===== src/logic/supply_monitor_pkg.sv =====
// Purpose: Shared constants and types for the supply monitor and reset controller
// Assumes: 32-bit AXI4-Lite register bus, 40 MHz aclk
// Notes:   Register offsets are byte addresses
package supply_monitor_pkg;

	// ==========================================================
	// Register map
	localparam logic [7:0] CTRL_OFFSET   = 8'h00;
	localparam logic [7:0] STATUS_OFFSET = 8'h04;
	localparam logic [7:0] IRQ_ST_OFFSET = 8'h08;
	localparam logic [7:0] IRQ_EN_OFFSET = 8'h0c;
	localparam logic [7:0] EDGE_OFFSET   = 8'h10;
	localparam logic [7:0] BKP_OFFSET    = 8'h14;

	// ==========================================================
	// Control field positions
	localparam int LVD_EN_BIT    = 0;
	localparam int LVD_TH_LSB    = 1;
	localparam int OVD_EN_BIT    = 4;
	localparam int OVD_TH_BIT    = 5;
	localparam int DEEP_BIT      = 6;
	localparam int STBY_BIT      = 7;
	localparam int LDO_LP_BIT    = 8;
	localparam int RTC_SEL_LSB   = 9;
	localparam int RTC_WK_EN_BIT = 11;

	localparam logic [11:0] CTRL_RESET  = 12'h000;
	localparam logic [11:0] CTRL_MASK   = 12'hfff;
	localparam logic [2:0]  LVD_TH_RESET = 3'h0;

	// Event bits: lvd edge, ovd edge, rtc wakeup
	localparam int EV_LVD = 0;
	localparam int EV_OVD = 1;
	localparam int EV_RTC = 2;
	localparam int EV_W   = 3;

	// External interrupt line numbers for detector outputs
	localparam int LVD_IRQ_LINE = 16;
	localparam int OVD_IRQ_LINE = 24;

	localparam logic [1:0] RESP_OKAY   = 2'h0;
	localparam logic [1:0] RESP_SLVERR = 2'h2;

	// RTC clock source choices; high-speed crystal is divided by 128
	typedef enum logic [1:0] {
		RTC_SRC_SLOW_RC  = 2'h0,
		RTC_SRC_LOW_XTAL = 2'h1,
		RTC_SRC_HS_DIV   = 2'h2
	} rtc_src_t;
	localparam int HS_DIV = 128;

	// Regulator states
	typedef enum logic [1:0] {
		REG_FULL    = 2'h0,
		REG_LOWPWR  = 2'h1,
		REG_OFF     = 2'h3
	} regulator_t;

	// Power mode machine, Gray along run -> sleep -> deep -> standby
	typedef enum logic [1:0] {
		PM_RUN   = 2'b00,
		PM_SLEEP = 2'b01,
		PM_DEEP  = 2'b11,
		PM_STBY  = 2'b10
	} pmode_t;

	// Comparator inputs from the analog side
	typedef struct packed {
		logic por_low;
		logic bor_low;
		logic lvd_below;
		logic ovd_above;
	} comp_t;

endpackage : supply_monitor_pkg


===== src/logic/supply_monitor_reset_ctrl.sv =====
// Purpose: Supply detector control, chip resets and power mode entry
// Assumes: Comparator outputs asynchronous; aresetn already combined power reset
// Notes:   AXI4-Lite slave; rtc_clk_en pulses once per 128 crystal ticks on the divided source
`timescale 1ns/1ps

// Summary of operation
// - Low-voltage detector active only while its enable bit is set
// - Three-bit software field selects the low-voltage threshold level
// - Low-voltage flag shows supply above or below selected threshold
// - Low-voltage output drives interrupt line 16 on configured edge
// - Over-voltage detector active only while its enable bit is set
// - Software setting selects the over-voltage trip level
// - Over-voltage flag shows supply above or below selected threshold
// - Over-voltage output drives interrupt line 24 on configured edge
// - Whole-chip power reset while power-on comparator reports low supply
// - Brown-out reset to all but backup domain while supply low
// - Backup domain held in reset while software reset bit set
// - Regulator enabled after any reset; full, low power or off
// - RTC clock from slow RC, low-speed crystal or crystal divided
// - RTC match with wakeup enabled wakes from power saving mode
// - Core domain gets a reset sequence when its supply comes up
// - Mode bits set first, then wait instruction enters the mode
// - Over-voltage select 0 means 5V trip, 1 means 5.5V
module supply_monitor_reset_ctrl
	import supply_monitor_pkg::*;
(
	input  wire logic        aclk,
	input  wire logic        aresetn,
	input  wire logic [7:0]  s_axi_awaddr,
	input  wire logic        s_axi_awvalid,
	output logic             s_axi_awready,
	input  wire logic [31:0] s_axi_wdata,
	input  wire logic [3:0]  s_axi_wstrb,
	input  wire logic        s_axi_wvalid,
	output logic             s_axi_wready,
	output logic [1:0]       s_axi_bresp,
	output logic             s_axi_bvalid,
	input  wire logic        s_axi_bready,
	input  wire logic [7:0]  s_axi_araddr,
	input  wire logic        s_axi_arvalid,
	output logic             s_axi_arready,
	output logic [31:0]      s_axi_rdata,
	output logic [1:0]       s_axi_rresp,
	output logic             s_axi_rvalid,
	input  wire logic        s_axi_rready,
	input  wire comp_t       comp_async,
	input  wire logic [1:0]  brownout_threshold,
	input  wire logic        rtc_match,
	input  wire logic        wait_for_irq_instr,
	input  wire logic        wait_for_event_instr,
	input  wire logic        wake_request,
	input  wire logic        slow_rc_clk_en,
	input  wire logic        low_xtal_clk_en,
	input  wire logic        high_xtal_clk_en,
	output logic             low_volt_detect_en,
	output logic [2:0]       low_volt_threshold_sel,
	output logic             over_volt_detect_en,
	output logic             over_volt_threshold_sel,
	output logic [1:0]       brownout_level,
	output logic             low_volt_flag,
	output logic             over_volt_flag,
	output logic             low_volt_irq_line,
	output logic             over_volt_irq_line,
	output logic             power_reset,
	output logic             brownout_reset,
	output logic             backup_reset,
	output logic             core_reset,
	output logic [1:0]       regulator_state,
	output logic             rtc_clk_en,
	output logic             wakeup,
	output pmode_t           power_mode,
	output logic             irq
);
	// ==========================================================
	// Constants
	localparam int CORE_RST_CYCLES = 16;
	localparam logic [4:0] CORE_RST_LAST = 5'(CORE_RST_CYCLES - 1);
	localparam logic [6:0] DIV_LAST = 7'(HS_DIV - 1);

	// ==========================================================
	// State
	typedef struct packed {
		logic       aw_got;
		logic       w_got;
		logic [7:0] awaddr;
		logic [31:0] wdata;
		logic [3:0] wstrb;
		logic       bvalid;
		logic [1:0] bresp;
		logic       rvalid;
		logic [1:0] rresp;
		logic [31:0] rdata;
		logic [11:0] ctrl;
		logic [3:0] edge_rise;
		logic [3:0] edge_fall;
		logic [EV_W-1:0] irq_st;
		logic [EV_W-1:0] irq_en;
		logic       bkp_rst;
		logic       lvd_q;
		logic       ovd_q;
		logic       lvd_irq;
		logic       ovd_irq;
		logic       rtc_q;
		logic       wake_pulse;
		logic [6:0] div_cnt;
		logic       rtc_clk;
		logic [4:0] core_cnt;
		logic       core_rst;
		pmode_t     mode;
	} state_t;

	state_t st_reg;
	state_t st_next;

	// ==========================================================
	// Comparator synchronisers
	logic por_s;
	logic bor_s;
	logic lvd_s;
	logic ovd_s;

	sync2 u_sync_por (.aclk(aclk), .aresetn(aresetn), .d(comp_async.por_low),   .q(por_s));
	sync2 u_sync_bor (.aclk(aclk), .aresetn(aresetn), .d(comp_async.bor_low),   .q(bor_s));
	sync2 u_sync_lvd (.aclk(aclk), .aresetn(aresetn), .d(comp_async.lvd_below), .q(lvd_s));
	sync2 u_sync_ovd (.aclk(aclk), .aresetn(aresetn), .d(comp_async.ovd_above), .q(ovd_s));

	// ==========================================================
	// Next state
	logic        wr_fire;
	logic        rd_fire;
	logic [31:0] rd_val;
	logic        lvd_lvl;
	logic        ovd_lvl;
	logic [EV_W-1:0] ev;
	logic        chip_rst;
	logic        deep_sel;
	logic        stby_sel;

	always_comb begin
		st_next  = st_reg;
		chip_rst = por_s | bor_s;
		deep_sel = st_reg.ctrl[DEEP_BIT];
		stby_sel = st_reg.ctrl[STBY_BIT];

		// Write channel: address and data accepted in either order
		if (s_axi_awvalid && s_axi_awready) begin
			st_next.aw_got = 1'b1;
			st_next.awaddr = s_axi_awaddr;
		end
		if (s_axi_wvalid && s_axi_wready) begin
			st_next.w_got = 1'b1;
			st_next.wdata = s_axi_wdata;
			st_next.wstrb = s_axi_wstrb;
		end
		wr_fire = st_reg.aw_got && st_reg.w_got && !st_reg.bvalid;

		// Detector levels gated by enables
		lvd_lvl = st_reg.ctrl[LVD_EN_BIT] & lvd_s;
		ovd_lvl = st_reg.ctrl[OVD_EN_BIT] & ovd_s;
		st_next.lvd_q = lvd_lvl;
		st_next.ovd_q = ovd_lvl;
		st_next.lvd_irq = st_reg.edge_rise[0] & lvd_lvl & ~st_reg.lvd_q
			| st_reg.edge_fall[0] & ~lvd_lvl & st_reg.lvd_q;
		st_next.ovd_irq = st_reg.edge_rise[1] & ovd_lvl & ~st_reg.ovd_q
			| st_reg.edge_fall[1] & ~ovd_lvl & st_reg.ovd_q;

		// RTC wakeup only when enabled
		st_next.rtc_q = rtc_match;
		st_next.wake_pulse = st_reg.ctrl[RTC_WK_EN_BIT] & rtc_match & ~st_reg.rtc_q;

		ev = '0;
		ev[EV_LVD] = st_next.lvd_irq;
		ev[EV_OVD] = st_next.ovd_irq;
		ev[EV_RTC] = st_next.wake_pulse;

		// Clock source selector with crystal divider
		if (high_xtal_clk_en) begin
			st_next.div_cnt = (st_reg.div_cnt == DIV_LAST) ? 7'h00 : st_reg.div_cnt + 7'h01;
		end
		unique case (rtc_src_t'(st_reg.ctrl[RTC_SEL_LSB +: 2]))
			RTC_SRC_SLOW_RC:  st_next.rtc_clk = slow_rc_clk_en;
			RTC_SRC_LOW_XTAL: st_next.rtc_clk = low_xtal_clk_en;
			RTC_SRC_HS_DIV:   st_next.rtc_clk = high_xtal_clk_en && (st_reg.div_cnt == DIV_LAST);
			default:          st_next.rtc_clk = 1'b0;
		endcase

		// Register writes
		rd_val = 32'h0000_0000;
		if (wr_fire) begin
			st_next.aw_got = 1'b0;
			st_next.w_got  = 1'b0;
			st_next.bvalid = 1'b1;
			st_next.bresp  = RESP_OKAY;
			unique case (st_reg.awaddr)
				CTRL_OFFSET: begin
					if (st_reg.wstrb[0]) st_next.ctrl[7:0] = st_reg.wdata[7:0];
					if (st_reg.wstrb[1]) st_next.ctrl[11:8] = st_reg.wdata[11:8];
				end
				IRQ_ST_OFFSET: if (st_reg.wstrb[0]) st_next.irq_st = st_reg.irq_st & ~st_reg.wdata[EV_W-1:0];
				IRQ_EN_OFFSET: if (st_reg.wstrb[0]) st_next.irq_en = st_reg.wdata[EV_W-1:0];
				EDGE_OFFSET: if (st_reg.wstrb[0]) begin
					st_next.edge_rise = st_reg.wdata[3:0];
					st_next.edge_fall = st_reg.wdata[7:4];
				end
				BKP_OFFSET: if (st_reg.wstrb[0]) st_next.bkp_rst = st_reg.wdata[0];
				STATUS_OFFSET: ;
				default: st_next.bresp = RESP_SLVERR;
			endcase
		end
		// Set wins over clear
		st_next.irq_st = st_next.irq_st | ev;
		if (st_reg.bvalid && s_axi_bready) st_next.bvalid = 1'b0;

		// Register reads
		rd_fire = s_axi_arvalid && s_axi_arready;
		if (rd_fire) begin
			st_next.rvalid = 1'b1;
			st_next.rresp  = RESP_OKAY;
			unique case (s_axi_araddr)
				CTRL_OFFSET:   rd_val = {20'h0, st_reg.ctrl};
				STATUS_OFFSET: rd_val = {26'h0, st_reg.mode, por_s, bor_s,
					st_reg.ovd_q, st_reg.lvd_q};
				IRQ_ST_OFFSET: rd_val = {29'h0, st_reg.irq_st};
				IRQ_EN_OFFSET: rd_val = {29'h0, st_reg.irq_en};
				EDGE_OFFSET:   rd_val = {24'h0, st_reg.edge_fall, st_reg.edge_rise};
				BKP_OFFSET:    rd_val = {31'h0, st_reg.bkp_rst};
				default: st_next.rresp = RESP_SLVERR;
			endcase
			st_next.rdata = rd_val;
		end else if (st_reg.rvalid && s_axi_rready) begin
			st_next.rvalid = 1'b0;
		end

		// Core reset sequence after supply comes up
		if (st_reg.core_cnt != CORE_RST_LAST) begin
			st_next.core_cnt = st_reg.core_cnt + 5'h01;
		end else begin
			st_next.core_rst = 1'b0;
		end

		// Power mode machine
		unique case (st_reg.mode)
			PM_RUN: if (wait_for_irq_instr || wait_for_event_instr) begin
				st_next.mode = !deep_sel ? PM_SLEEP : (stby_sel ? PM_STBY : PM_DEEP);
			end
			PM_SLEEP, PM_DEEP: if (wake_request || st_reg.wake_pulse) st_next.mode = PM_RUN;
			PM_STBY: if (st_reg.wake_pulse) st_next.mode = PM_RUN;
		endcase

		// Brown-out clears detector setup like a power reset
		if (chip_rst) begin
			st_next.ctrl = CTRL_RESET;
			st_next.core_cnt = '0;
			st_next.core_rst = 1'b1;
			st_next.mode = PM_RUN;
		end
	end

	always_ff @(posedge aclk) begin
		if (!aresetn) begin
			st_reg <= '0;
			st_reg.ctrl <= CTRL_RESET;
			st_reg.core_rst <= 1'b1;
			st_reg.mode <= PM_RUN;
		end else begin
			st_reg <= st_next;
		end
	end

	// ==========================================================
	// Outputs
	assign s_axi_awready = !st_reg.aw_got;
	assign s_axi_wready  = !st_reg.w_got;
	assign s_axi_bvalid  = st_reg.bvalid;
	assign s_axi_bresp   = st_reg.bresp;
	assign s_axi_arready = !st_reg.rvalid;
	assign s_axi_rvalid  = st_reg.rvalid;
	assign s_axi_rdata   = st_reg.rdata;
	assign s_axi_rresp   = st_reg.rresp;

	assign low_volt_detect_en      = st_reg.ctrl[LVD_EN_BIT];
	assign low_volt_threshold_sel  = st_reg.ctrl[LVD_TH_LSB +: 3];
	assign over_volt_detect_en     = st_reg.ctrl[OVD_EN_BIT];
	// 0 selects the 5V trip, 1 the 5.5V trip in the comparator
	assign over_volt_threshold_sel = st_reg.ctrl[OVD_TH_BIT];
	assign brownout_level          = brownout_threshold;
	assign low_volt_flag           = st_reg.lvd_q;
	assign over_volt_flag          = st_reg.ovd_q;
	assign low_volt_irq_line       = st_reg.lvd_irq;
	assign over_volt_irq_line      = st_reg.ovd_irq;
	assign power_reset             = por_s | !aresetn;
	assign brownout_reset          = bor_s | por_s | !aresetn;
	// Backup domain sees power reset, never brown-out
	assign backup_reset            = st_reg.bkp_rst | por_s | !aresetn;
	assign core_reset              = st_reg.core_rst;
	assign regulator_state = (st_reg.mode == PM_STBY) ? REG_OFF :
		((st_reg.mode == PM_DEEP) && st_reg.ctrl[LDO_LP_BIT]) ? REG_LOWPWR : REG_FULL;
	assign rtc_clk_en              = st_reg.rtc_clk;
	assign wakeup                  = st_reg.wake_pulse;
	assign power_mode              = st_reg.mode;
	assign irq                     = |(st_reg.irq_st & st_reg.irq_en);

	// ==========================================================
	// Assertions
	a_lvd_gated_off: assert property (@(posedge aclk) disable iff (!aresetn)
		!st_reg.ctrl[LVD_EN_BIT] |=> !low_volt_flag)
		else $error("low voltage flag set while detector disabled");
	a_ovd_gated_off: assert property (@(posedge aclk) disable iff (!aresetn)
		!st_reg.ctrl[OVD_EN_BIT] |=> !over_volt_flag)
		else $error("over voltage flag set while detector disabled");
	a_lvd_flag_follow: assert property (@(posedge aclk) disable iff (!aresetn)
		(low_volt_detect_en && lvd_s && $stable(low_volt_detect_en)) |=> low_volt_flag)
		else $error("low voltage flag missed comparator");
	a_ovd_flag_follow: assert property (@(posedge aclk) disable iff (!aresetn)
		(over_volt_detect_en && ovd_s && $stable(over_volt_detect_en)) |=> over_volt_flag)
		else $error("over voltage flag missed comparator");
	a_lvd_rise_irq: assert property (@(posedge aclk) disable iff (!aresetn)
		$rose(low_volt_flag) && $past(st_reg.edge_rise[0]) |-> low_volt_irq_line)
		else $error("low voltage rising edge gave no interrupt");
	a_ovd_no_edge: assert property (@(posedge aclk) disable iff (!aresetn)
		(st_reg.edge_rise[1] == 1'b0 && st_reg.edge_fall[1] == 1'b0) |=> !over_volt_irq_line)
		else $error("over voltage interrupt while line disabled");
	a_por_reset: assert property (@(posedge aclk) disable iff (!aresetn)
		$past(comp_async.por_low, 3) && $past(comp_async.por_low, 2) |-> power_reset)
		else $error("power reset missing during low supply");
	a_bor_reset: assert property (@(posedge aclk) disable iff (!aresetn)
		bor_s |-> brownout_reset && !(backup_reset && !st_reg.bkp_rst && !por_s))
		else $error("brown-out reset wrong or reached backup domain");
	a_bkp_hold: assert property (@(posedge aclk) disable iff (!aresetn)
		st_reg.bkp_rst |-> backup_reset)
		else $error("backup domain not held in reset");
	a_reg_run_full: assert property (@(posedge aclk) disable iff (!aresetn)
		power_mode == PM_RUN |-> regulator_state == REG_FULL)
		else $error("regulator not full power while running");
	a_wake_enable: assert property (@(posedge aclk) disable iff (!aresetn)
		wakeup |-> $past(st_reg.ctrl[RTC_WK_EN_BIT]) && $past(rtc_match))
		else $error("wakeup without enabled match");
	a_core_seq: assert property (@(posedge aclk) disable iff (!aresetn)
		$rose(bor_s) |=> core_reset [*8])
		else $error("core reset sequence too short");
	a_mode_entry: assert property (@(posedge aclk) disable iff (!aresetn || chip_rst)
		power_mode == PM_RUN && (wait_for_irq_instr || wait_for_event_instr) && !deep_sel
		|=> power_mode == PM_SLEEP)
		else $error("sleep not entered on wait instruction");
	a_ctrl_cleared: assert property (@(posedge aclk) disable iff (!aresetn)
		chip_rst |=> st_reg.ctrl == CTRL_RESET)
		else $error("detector setup not cleared by reset");

endmodule : supply_monitor_reset_ctrl


===== src/logic/sync2.sv =====
// Purpose: Two-flop synchroniser for one asynchronous level
// Assumes: Single clock domain aclk
// Notes:   First stage read only by second stage
`timescale 1ns/1ps
module sync2 (
	input  wire logic aclk,
	input  wire logic aresetn,
	input  wire logic d,
	output logic      q
);
	typedef struct packed {
		logic s1;
		logic s2;
	} sync_state_t;

	sync_state_t st_reg;
	sync_state_t st_next;

	always_comb begin
		st_next.s1 = d;
		st_next.s2 = st_reg.s1;
	end

	always_ff @(posedge aclk) begin
		if (!aresetn) begin
			st_reg <= '0;
		end else begin
			st_reg <= st_next;
		end
	end

	assign q = st_reg.s2;
endmodule : sync2

===== config.mk =====
export PLATFORM = sky130hd
export DESIGN_NAME = supply_monitor_reset_ctrl
export DESIGN_NICKNAME = d
export VERILOG_FILES = /design/src/logic/supply_monitor_pkg.sv /design/src/logic/supply_monitor_reset_ctrl.sv /design/src/logic/sync2.sv
export SDC_FILE = /design/constraint.sdc
export NUM_CORES = 1
export LEC_CHECK = 0
export BUFFER_PORTS_ARGS = -buffer_cell sky130_fd_sc_hd__buf_2
export CORE_UTILIZATION = 55
export CTS_CLUSTER_SIZE = 28
export DETAILED_ROUTE_END_ITERATION = 10
export PLACE_DENSITY = 0.83
export RECOVER_POWER = 100
export SYNTH_ARGS = -nofsm -noshare
export SYNTH_HDL_FRONTEND = slang
export SYNTH_SLANG_ARGS = --single-unit
export TNS_END_PERCENT = 1

===== constraint.sdc =====
create_clock -name aclk -period 3.2 [get_ports aclk]
set_input_delay 0.48 -clock aclk [delete_from_list [all_inputs] [get_ports aclk]]
set_output_delay 0.48 -clock aclk [all_outputs]
set_load 0.02 [all_outputs]

Word level (Yosys, flattened, before mapping)
Index checks and enable logic that the tools add are counted.

Output and inout port bits: 64. Bits in registers: 119.

Equality and inequality tests: 20. Reductions and logical operators: 34. Multiplexer cells: 22. Bitwise logic cells: 29. Add/subtract/negate cells: 2.

Operators with widths (count): $pmux 12 s6 (1); $eq 8x4->1 const B (4); $eq 8x5->1 const B (4); $reduce_and 3->1 (6); $eq 8x3->1 const B (2); $logic_not 8->1 (2); $mux 2 (7); $mux 7 (2); $and 1x1->1 (12); $mux 3 (4); $reduce_or 6->1 (2); $logic_and 1x1->1 (9); $reduce_or 2->1 (4); $add 7x1->7 const B (1); $eq 7x7->1 const B (1); $or 1x1->1 (7); $and 3x3->3 (2); $eq 2x2->1 const B (3); $mux 1 (6); $ne 2x2->1 const B (3); $not 1->1 (6); $pmux 2 s3 (1); $add 5x1->5 const B (1); $logic_not 1->1 (5); 9 further kinds (12).

Logic depth before layout (Yosys ltp)
Gate-level depths: netlist of run 1.

Depth in word-level cells: 6. Mapped depth: 7. Gate-level depth less buffers: 7.

By module
Synthesis of run 1 repeated with hierarchy kept, for this count alone.

Cells, all modules: 479. Area total of the unflattened synthesis: 4414.2 µm².

Modules (own cells, without submodules): supply_monitor_reset_ctrl (area each 4204.0 µm², instances 1, cells each 463, seq. area each 1781.7 µm²); sync2 (area each 52.6 µm², instances 4, cells each 4, seq. area each 40.0 µm²).

Worst setup path after synthesis of run 1
Ideal clock, no wire load.

Path kind: input port to output port. Start: in aresetn. End: out brownout_reset. Required time: 2720 ps. Stages on the path: 4. Slack: 1252 ps. Data arrival time: 1468 ps. Cells stage by stage: clkbuf_1 > nand2b_1 > or2_2 > clkbuf_1.

Cells in the longest elaborated chain, start to end: 2.

RTL lines: start, declared (RTL line supply_monitor_reset_ctrl.sv:28) `input wire logic aresetn,`; $logic_not 1->1 (RTL line supply_monitor_reset_ctrl.sv:292) `assign brownout_reset = bor_s | por_s | !aresetn;`; $or 1x1->1 (RTL line supply_monitor_reset_ctrl.sv:292); end, declared (RTL line supply_monitor_reset_ctrl.sv:65) `output logic brownout_reset,`.

Every way passes these cells.

Worst setup path after layout of run 1
Start: reg st_reg[124] in the netlist's numbering. End: reg st_reg[36] in the netlist's numbering.

Cells in the longest elaborated chain, start to end: 2.

RTL lines: start, declared (RTL line supply_monitor_reset_ctrl.sv:112) `state_t st_reg;`; start signal, assigned (RTL line supply_monitor_reset_ctrl.sv:266) `st_reg <= st_next;`; $eq 8x5->1 (RTL line supply_monitor_reset_ctrl.sv:194) `unique case (st_reg.awaddr)`; $reduce_and 3->1 (no line).

Every way passes these cells. A chain may end at the register's enable or synchronous reset.

==> out/qor.yml, run 1 <==
final_layout:
  stdcell_count: 622
  fillers: 673
  largest_reg_flops: 57
  syn2layout_area_growth_pct: 8.43
  multi_input_area_mm2: 0.00193
  layout.nets: 593
  regArea_mm2: 0.00194
  drive_above_1_share: 0.138
  antenna-diode-count: 0
sta:
  fin_skew_ns: 0.0106
  worst_pin_slew_ns: 1.31
  holdWs_ns: 0.331
  setup_ws_ns: 0.881
  fmax_mhz: 431
  finalCritPeriodShare: 0.725
  relSlewSlack: 0.118
  rsz0062_at_grt: "false"
  tns_ns: 0
  post-route-min-period_ns: 2.32
  drv_slew: 0
  setup_violations: 0
  hold_viol: 0
synth:
  ys.flop_type: "dfxtp_1"
  ys_async_sr_fraction: 0
  synth.most_common_cell: "dfxtp_1"
  synth_commonest_cells: "dfxtp_1, nand2_1, buf_4, mux2i_1, nor2_1"
  synth.area.top_cells: "dfxtp_1, mux2i_1, buf_4"
  ys_warn_count: 0
  ys_seq_elements: 97
  synth_edf_count: 0
  ys_seq_area_frac: 0.456
  synth_top_cell_area_share: 0.456
  post_synth.cell_area_avg_um2: 9.24
  synthCells: 461
  synth.cell_area_mm2: 0.00426
  synth_cell_types: 46
  synth_top_cell_by_area: "dfxtp_1"
clock_network:
  clk_pin_slew_ns: 0.10
  cts-resized-gates: 0
  cts_max_path_buffers: 2
  cts_root_buffer: "clkbuf_8"
  cts_tree: "done"
  cts-htree-levels: 3
  clk_latency_ns: 0.36
  postCtsSetupRepairBufs: 0
  clock-sinks: 97
  ctsHoldBuffers: 0
  cts_buffers: 9
floorplanning:
  die-area_mm2: 0.00810
  core_mm2: 0.00737
  rows: 31
  dieHeight_um: 90.0
  start_util: 0.578
  fp.dieW_um: 90.0
  ios: 136
setup_path:
  cp.required_ns: 3.49
  crit_cells: 4
  path_class: "reg -> reg"
  r2r_slack_ns: 0.88
  crit_arrival_ns: 2.61
  max_stage_delay_ns: 1.08
  timing.rr.end: "st_reg[36]"
  path_delay_family: "simple AND/OR/NAND/NOR gates"
  reg2reg_from: "st_reg[124]"
  crit_chain: "nor4_4, nand3_1, nor4_2, mux2i_1"
  slowest_stage: "nor4_2"
  crit_path_max_fanout: 8
  critPathLaunchType: "flip-flop"
  r2r_cells: 4
  cp-end-kind: "flip-flop"
  critPathBufInv: 0
place:
  dp_hpwl_um: 6320
  pre_cts_slack_ns: 1.10
  port_buffers: 87
  dp_cells: 606
  place_congestion: 0.870
global_route:
  grt_max_degree: 72
  grt_pass1_vias: 3058
  track_usage: 0.221
  grt_overflow: 0
  antenna_found_initial: 0
  grt_pass1_wl_um: 14400
routing:
  ant_nets: 0
  vias: 3259
  drt_pass1_iterations: 5
  drc_errors: 0
  routed_wirelength_um: 8590
  avgViaCountPerCell: 5.24
  wl_per_cell_um: 13.8
  drt-initial-drc-count: 202
pwr:
  p_leak_nw: 1.91
  ir_drop_uv: 247
  power_per_cell_area_mw_per_mm2: 481
min_path:
  worstHoldStart: "comp_async[2]"
  whs_endpoint: "u_sync_bor.st_next[0]"
  holdPathStages: 2
  min_path_type: "in -> reg"
run:
  maxCapViolations: 0
run_status:
  status: "finished, final reports clean"
[placed cells by master (no fill, tap or decap), types with 2 or more instances in the layout]
master      count
dfxtp_1        97
nand2_1        66
buf_2          46
clkbuf_1       41
mux2i_1        40
nor2_1         38
conb_1         22
a21boi_0       17
nor2b_1        16
inv_1          12
o21ai_0        10
and2_1         10
a22o_1          9
clkbuf_8        9
a21oi_1         7
nand4_1         7
nand3_1         7
a22oi_1         5
xnor2_1         5
and3_1          4
nand2b_1        4
and2_0          4
xor2_1          4
and3b_1         3
nor4b_1         3
ha_1            3
clkinvlp_4      3
or2_2           2
o211a_1         2
a211oi_1        2
nor4_1          2
mux2_2          2
o22ai_1         2
o21a_1          2
inv_8           2
[per-layer routing]
layer	wire, µm	GRT usage	vias to the layer above	part of all wire
met5	0	0	-	0
met2	3890	0.358	133	0.45
met1	3950	0.292	1505	0.46
li1	-	-	1607	-
met3	553	0.0474	14	0.064
met4	201	0.0793	0	0.023
[final cells by class]
type | count | area share
clock inverters | 7 | 0.0136
flip-flops and latches | 97 | 0.421
multi-input cells | 310 | 0.418
well taps | 99 | 0.0268
repair buffers | 88 | 0.0843
clock buffers | 9 | 0.0268
inverters | 12 | 0.00976
[per-stage QoR]
step	total power [mW]	instance area (µm²)	utilization
after floorplan	1.47	4340	-
after detailed placement	1.51	4500	0.611
after CTS	2.24	4690	0.637
after global placement	1.50	4500	0.611
final	2.22	4620	0.626
after global routing	2.32	4620	0.626
[worst max-delay path by stage]
| stage | from | endpoint |
|---|---|---|
| 6_report | st_reg[124] | st_reg[36] |
| 5_1_grt | st_reg[124] | st_reg[36] |
| 4_1_cts | u_sync_por.q | brownout_reset |
| 3_5_place_dp | aresetn | s_axi_rdata[1] |
| 3_3_place_gp | aresetn | s_axi_rdata[1] |
| 2_1_floorplan | aresetn | brownout_reset |
[report_power, final]
part | switching [mW] | internal (mW)
clock | 0.449 | 0.297
combinational | 0.126 | 0.0762
sequential | 0.0327 | 1.24
total | 0.607 | 1.61
[cells by family after synthesis]
group / synth area share
compound gates: 0.100
other cells: 0.000881
flops: 0.456
xor+xnor: 0.0185
fa+ha+maj: 0.00882
buf+inv: 0.104
mux: 0.105
simple gates: 0.206
(Power assumes the default switching activity.)
==> run 2, diff against run 1 <==
--- a/config.mk
+++ b/config.mk
@@ -5,11 +5,12 @@
 export SDC_FILE = /design/constraint.sdc
 export NUM_CORES = 1
 export LEC_CHECK = 0
+export ABC_AREA = 1
 export BUFFER_PORTS_ARGS = -buffer_cell sky130_fd_sc_hd__buf_2
-export CORE_UTILIZATION = 55
+export CORE_UTILIZATION = 51
 export CTS_CLUSTER_SIZE = 28
 export DETAILED_ROUTE_END_ITERATION = 10
-export PLACE_DENSITY = 0.83
+export PLACE_DENSITY = 0.78
 export RECOVER_POWER = 100
 export SYNTH_ARGS = -nofsm -noshare
 export SYNTH_HDL_FRONTEND = slang
==> constraint.sdc (replaced) <==
create_clock -name aclk -period 2.2 [get_ports aclk]
set_input_delay 0.33 -clock aclk [delete_from_list [all_inputs] [get_ports aclk]]
set_output_delay 0.33 -clock aclk [all_outputs]
set_load 0.02 [all_outputs]
==> run 2 against run 1 <==
  * Clock-buffer cell count grew 1
  * Utilization shrank 3.3 points
  * Power grew 56%
  * Synthesized area shrank 0.38%
  * Sequential cell count is the same
  * Via count grew 15%
  * Sequential power grew 46%
  * Clock skew shrank 0.0011 ns
  * Die area grew 7.3%
  * Highest routed layer unchanged
==> out/qor.yml, run 2 <==
synth:
  synth.cell_area_mm2: 0.00424  # was 0.00426 mm²
  ys_async_sr_fraction: 0  # unchanged
  synth.most_common_cell: "nand2_1"  # was dfxtp_1
  synth.area.top_cells: "dfxtp_1, nand2_1, nor2_1"  # was dfxtp_1, mux2i_1, buf_4
  synth_top_cell_area_share: 0.458  # was 0.456
  ys_seq_elements: 97  # unchanged
  synth_top_cell_by_area: "dfxtp_1"  # unchanged
  post_synth.cell_area_avg_um2: 7.30  # was 9.24 µm²
  ys_seq_area_frac: 0.458  # was 0.456
  synthCells: 581  # was 461
  ys_warn_count: 0  # unchanged
  ys.flop_type: "dfxtp_1"  # unchanged
  synth_edf_count: 0  # unchanged
  synth_cell_types: 36  # was 46
  synth_commonest_cells: "nand2_1, dfxtp_1, nor2_1, inv_1, o21ai_0"  # was dfxtp_1, nand2_1, buf_4, mux2i_1, nor2_1
sta:
  relSlewSlack: 0.376  # was 0.118
  fmax_mhz: 503
  post-route-min-period_ns: 1.99
  worst_pin_slew_ns: 0.936  # was 1.31 ns
  finalCritPeriodShare: 0.904
  rsz0062_at_grt: "false"  # unchanged
  drv_slew: 0  # unchanged
  fin_skew_ns: 0.00953  # was 0.0106 ns
  setup_violations: 0  # unchanged
  tns_ns: 0  # unchanged
  hold_viol: 0  # unchanged
routing:
  drc_errors: 0  # unchanged
  wl_per_cell_um: 12.2  # was 13.8 µm
  drt-initial-drc-count: 172  # was 202
  ant_nets: 0  # unchanged
  routed_wirelength_um: 9200  # was 8590 µm
  avgViaCountPerCell: 4.97  # was 5.24
  vias: 3756  # was 3259
  drt_pass1_iterations: 4  # was 5
clock_network:
  cts_tree: "done"  # unchanged
  cts_buffers: 9  # unchanged
  clk_latency_ns: 0.36  # about the same
  clock-sinks: 97  # unchanged
  clk_pin_slew_ns: 0.09  # was 0.10 ns
  postCtsSetupRepairBufs: 0  # unchanged
  cts-htree-levels: 3  # unchanged
  cts_max_path_buffers: 2  # unchanged
  cts-resized-gates: 0  # unchanged
  cts_root_buffer: "clkbuf_8"  # unchanged
  ctsHoldBuffers: 0  # unchanged
run_status:
  status: "finished, final reports clean"  # unchanged
final_layout:
  stdcell_count: 755  # was 622
  antenna-diode-count: 0  # unchanged
  final_cell_mix: "nand2_1, dfxtp_1, nor2_1"  # was dfxtp_1, nand2_1, buf_2
  final_common_cell: "nand2_1"  # was dfxtp_1
  layout.nets: 723  # was 593
  multi_input_area_mm2: 0.00175  # was 0.00193 mm²
  post-route-util: 0.594  # was 0.626
  drive_above_1_share: 0.113  # was 0.138
  syn2layout_area_growth_pct: 10.4  # was 8.43%
  fillers: 770  # was 673
  largest_reg_flops: 57  # unchanged
  regArea_mm2: 0.00194  # unchanged
setup_path:
  critPathLaunchType: "flip-flop"  # unchanged
  crit_arrival_ns: 1.66  # was 2.61 ns
  cp-end-kind: "output pin"  # was flip-flop
  crit_path_max_fanout: 13  # was 8
  reg2reg_from: "st_reg[131]"  # was st_reg[124]
  crit_start: "u_sync_por.q"  # was st_reg[124]
  path_class: "reg -> out"  # was reg -> reg
  cp.required_ns: 1.87  # was 3.49 ns
global_route:
  grt_pass1_vias: 3464  # was 3058
  grt_pass1_wl_um: 15400  # was 14400 µm
  grt_overflow: 0  # unchanged
  track_usage: 0.225  # was 0.221
  grt_max_degree: 56  # was 72
  antenna_found_initial: 0  # unchanged
floorplanning:
  core_mm2: 0.00789  # was 0.00737 mm²
  start_util: 0.538  # was 0.578
  dieHeight_um: 93.2  # was 90.0 µm
  die-area_mm2: 0.00869  # was 0.00810 mm²
  rows: 32  # was 31
  ios: 136  # unchanged
  fp.dieW_um: 93.2  # was 90.0 µm
place:
  port_buffers: 87  # unchanged
  dp_hpwl_um: 6900  # was 6320 µm
  dp_cells: 739  # was 606
  place_congestion: 0.865  # was 0.870
min_path:
  worstHoldStart: "s_axi_bready"  # was comp_async[2]
  min_path_type: "in -> reg"  # unchanged
run:
  maxCapViolations: 0  # unchanged
pwr:
  power_per_cell_area_mw_per_mm2: 741  # was 481 mW/mm²
  power.total_mw: 3.47  # was 2.22 mW
  p_leak_nw: 2.03  # was 1.91 nW
  ir_drop_uv: 618  # was 247 µV
run 2: changes by cell type in the layout (fill, tap and decap cells not counted), sizes merged, moves of 9 or more:
cell and change:
nor2 +57, inv +46, nand2 +43, o21ai +42
mux2i -40, a21oi +38, nand3 +18, a21boi -16
nor2b -16, and2 -14, nor3 +14, a22o -9
run 2: report_power, final:
part	internal, mW	leakage (nW)	switching [mW]
Combinational	0.107	1.13	0.244
Clock	0.647	0.107	0.613
Sequential	1.82	0.792	0.0382
Total	2.57	2.03	0.894
run 2: final cells by class:
cell class,count,share of cell area
Sequential cell,97,0.415
Multi-Input combinational cell,387,0.373
Timing Repair Buffer,93,0.0903
Inverter,60,0.0481
Clock buffer,10,0.0273
Tap cell,102,0.0273
Clock inverter,6,0.0192
run 2: through the flow:
step           instance area, µm²  hold slack (ns)  setup slack [ns]
6_report                     4680            0.138             0.211
5_1_grt                      4680            0.143             0.120
4_1_cts                      4760            0.125             0.311
3_5_place_dp                 4540            0.403             0.523
3_3_place_gp                 4540            0.400             0.566
2_1_floorplan                4320            0.390             0.713
run 2: final timing paths:
| path | to | slack (ns) | cells after the start |
|---|---|---|---|
| max | brownout_reset | 0.21 | 4 |
| min | s_axi_bvalid | 0.14 | 2 |
| max reg2reg | st_reg[23] | 0.38 | 7 |
| min reg2reg | u_sync_por.q | 0.42 | 2 |
run 2: cell families after synthesis:
group	share of synthesized area
buffers and inverters	0.145
adder cells (fa/ha/maj)	0.00885
AND/OR/NAND/NOR	0.251
flip-flops	0.458
other	0.000884
AO/OA/AOI/OAI	0.135
XOR/XNOR	0.00207
run 2: worst max-delay path, cell delays in order (launching register included):
cell and delay (ns):
dfxtp_1 0.34, or2_0 0.24, nor2_4 0.05, inv_1 0.39, clkbuf_1 0.29
run 2: routing by layer:
metal	up-vias	track usage	wire length, µm
met5	-	0	0
met3	22	0.0593	440
met1	1709	0.273	4140
li1	1924	-	-
met4	0	0.0744	216
met2	101	0.385	4400
==> run 3, diff against run 2 <==
--- a/config.mk
+++ b/config.mk
@@ -7,10 +7,10 @@
 export LEC_CHECK = 0
 export ABC_AREA = 1
 export BUFFER_PORTS_ARGS = -buffer_cell sky130_fd_sc_hd__buf_2
-export CORE_UTILIZATION = 51
+export CORE_UTILIZATION = 45
 export CTS_CLUSTER_SIZE = 28
 export DETAILED_ROUTE_END_ITERATION = 10
-export PLACE_DENSITY = 0.78
+export PLACE_DENSITY = 0.7
 export RECOVER_POWER = 100
 export SYNTH_ARGS = -nofsm -noshare
 export SYNTH_HDL_FRONTEND = slang
==> run 3 against run 2 <==
  * First-iteration DRC count rose by 12%
  * Sequential power about the same
  * Worst hold slack better by 0.0088 ns
  * Clock skew shrank 0.00085 ns
  * Final area increased by 0.37%
  * Critical path depth did not move
  * Register-to-register slack improved by 0.05 ns
  * Sequential share of layout area down 0.15 points
  * Critical path type unchanged
==> out/qor.yml, run 3 (synthesis gave the netlist of run 2 again) <==
sta:
  setup_ws_ns: 0.250  # was 0.211 ns
  drv_slew: 0  # unchanged
  holdWs_ns: 0.147  # was 0.138 ns
  fmax_mhz: 513  # was 503 MHz
  finalCritPeriodShare: 0.886  # was 0.904
  rsz0062_at_grt: "false"  # unchanged
  post-route-min-period_ns: 1.95  # was 1.99 ns
  hold_viol: 0  # unchanged
  fin_skew_ns: 0.00868  # was 0.00953 ns
  relSlewSlack: 0.377  # was 0.376
  worst_pin_slew_ns: 0.934  # was 0.936 ns
  tns_ns: 0  # unchanged
  setup_violations: 0  # unchanged
setup_path:
  cp-end-kind: "output pin"  # unchanged
  timing.rr.end: "st_reg[25]"  # was st_reg[23]
  path_class: "reg -> out"  # unchanged
  r2r_slack_ns: 0.43  # was 0.38 ns
  crit_path_max_fanout: 13  # unchanged
  cp.required_ns: 1.87  # about the same
  crit_arrival_ns: 1.62  # was 1.66 ns
  r2r_cells: 7  # unchanged
  critPathLaunchType: "flip-flop"  # unchanged
  crit_end: "brownout_reset"  # unchanged
  crit_start: "u_sync_por.q"  # unchanged
  reg2reg_from: "st_reg[131]"  # unchanged
floorplanning:
  dieHeight_um: 99.1  # was 93.2 µm
  core_mm2: 0.00920  # was 0.00789 mm²
  start_util: 0.461  # was 0.538
  die-area_mm2: 0.00982  # was 0.00869 mm²
  fp.dieW_um: 99.1  # was 93.2 µm
  ios: 136  # unchanged
  rows: 35  # was 32
pwr:
  p_leak_nw: 2.03  # about the same
  power.total_mw: 3.52  # was 3.47 mW
  power_per_cell_area_mw_per_mm2: 748  # was 741 mW/mm²
  ir_drop_uv: 482  # was 618 µV
final_layout:
  post-route-util: 0.511  # was 0.594
  layout.nets: 723  # unchanged
  stdcell_count: 764  # was 755
  antenna-diode-count: 0  # unchanged
  drive_above_1_share: 0.112  # was 0.113
  final_cell_mix: "nand2_1, dfxtp_1, nor2_1"  # unchanged
  syn2layout_area_growth_pct: 10.8  # was 10.4%
  largest_reg_flops: 57  # unchanged
  final_common_cell: "nand2_1"  # unchanged
  fillers: 962  # was 770
  final_cell_area_mm2: 0.00470  # was 0.00468 mm²
routing:
  routed_wirelength_um: 9600  # was 9200 µm
  vias: 3755  # was 3756
  dr_wl_met3_um: 454  # was 440 µm
  wl_per_cell_um: 12.6  # was 12.2 µm
  top_layer_used: "met4"  # unchanged
  drc_errors: 0  # unchanged
  m1WireLength_um: 4380  # was 4140 µm
  drt-initial-drc-count: 193  # was 172
  drt_pass1_iterations: 5  # was 4
  ant_nets: 0  # unchanged
  met2_length_um: 4620  # was 4400 µm
  avgViaCountPerCell: 4.91  # was 4.97
global_route:
  grt_pass1_wl_um: 15800  # was 15400 µm
  grt_overflow: 0  # unchanged
  grt_pass1_vias: 3381  # was 3464
  grt_max_degree: 56  # unchanged
  antenna_found_initial: 0  # unchanged
  track_usage: 0.203  # was 0.225
min_path:
  min_path_type: "in -> reg"  # unchanged
  holdPathStages: 2  # unchanged
run:
  maxCapViolations: 0  # unchanged
place:
  dp_cells: 748  # was 739
  port_buffers: 87  # unchanged
  pre_cts_slack_ns: 0.520  # was 0.523 ns
  place_congestion: 0.860  # was 0.865
  dp_hpwl_um: 7210  # was 6900 µm
  placed_cell_area_mm2: 0.00455  # was 0.00454 mm²
clock_network:
  ctsHoldBuffers: 0  # unchanged
  cts-resized-gates: 0  # unchanged
  clk_latency_ns: 0.36  # about the same
  clk_pin_slew_ns: 0.09  # about the same
  cts_max_path_buffers: 2  # unchanged
  cts_buffers: 9  # unchanged
  clock-sinks: 97  # unchanged
  cts-htree-levels: 3  # unchanged
  postCtsSetupRepairBufs: 0  # unchanged
  cts_tree: "done"  # unchanged
  cts_root_buffer: "clkbuf_8"  # unchanged
run_status:
  status: "finished, final reports clean"  # unchanged
-- run 3: changes by cell type in the layout (fill, tap and decap cells not counted), sizes merged --
cell    change
clkbuf      +1
buf         -1
inv         -1
clkinv      +1
-- run 3: cell type report --
type	instances	area, µm²	area share
clock buffer	10	138	0.0293
inverter	60	225	0.0479
tap	111	139	0.0295
clock inverter	6	90.1	0.0192
timing repair buffer	93	422	0.0897
sequential	97	1940	0.413
multi-input combinational	387	1750	0.371
-- run 3: how the worst min path moves through the flow --
stage | endpoint | from | slack [ns]
2_1_floorplan | u_sync_bor.q | u_sync_bor.st_next[0] | 0.39
3_3_place_gp | u_sync_ovd.q | u_sync_ovd.st_next[0] | 0.40
3_5_place_dp | u_sync_ovd.q | u_sync_ovd.st_next[0] | 0.40
4_1_cts | s_axi_bvalid | s_axi_bready | 0.14
5_1_grt | u_sync_lvd.st_next[0] | comp_async[1] | 0.14
6_report | s_axi_bvalid | s_axi_bready | 0.15
-- run 3: power breakdown --
| part | switching [mW] | leakage (nW) | internal [mW] |
|---|---|---|---|
| clock | 0.635 | 0.113 | 0.676 |
| combinational | 0.240 | 1.13 | 0.106 |
| sequential | 0.0403 | 0.792 | 1.82 |
| total | 0.915 | 2.03 | 2.60 |
-- run 3: worst max-delay path: stages (launching register included) --
cell	delay [ns]
dfxtp_1	0.33
or2_0	0.24
nor2_4	0.06
inv_1	0.35
clkbuf_1	0.28
-- run 3: per-layer routing --
metal	track usage	vias up
met4	0.0588	0
met1	0.257	1714
met2	0.347	103
met3	0.0447	13
met5	0	-
li1	-	1925
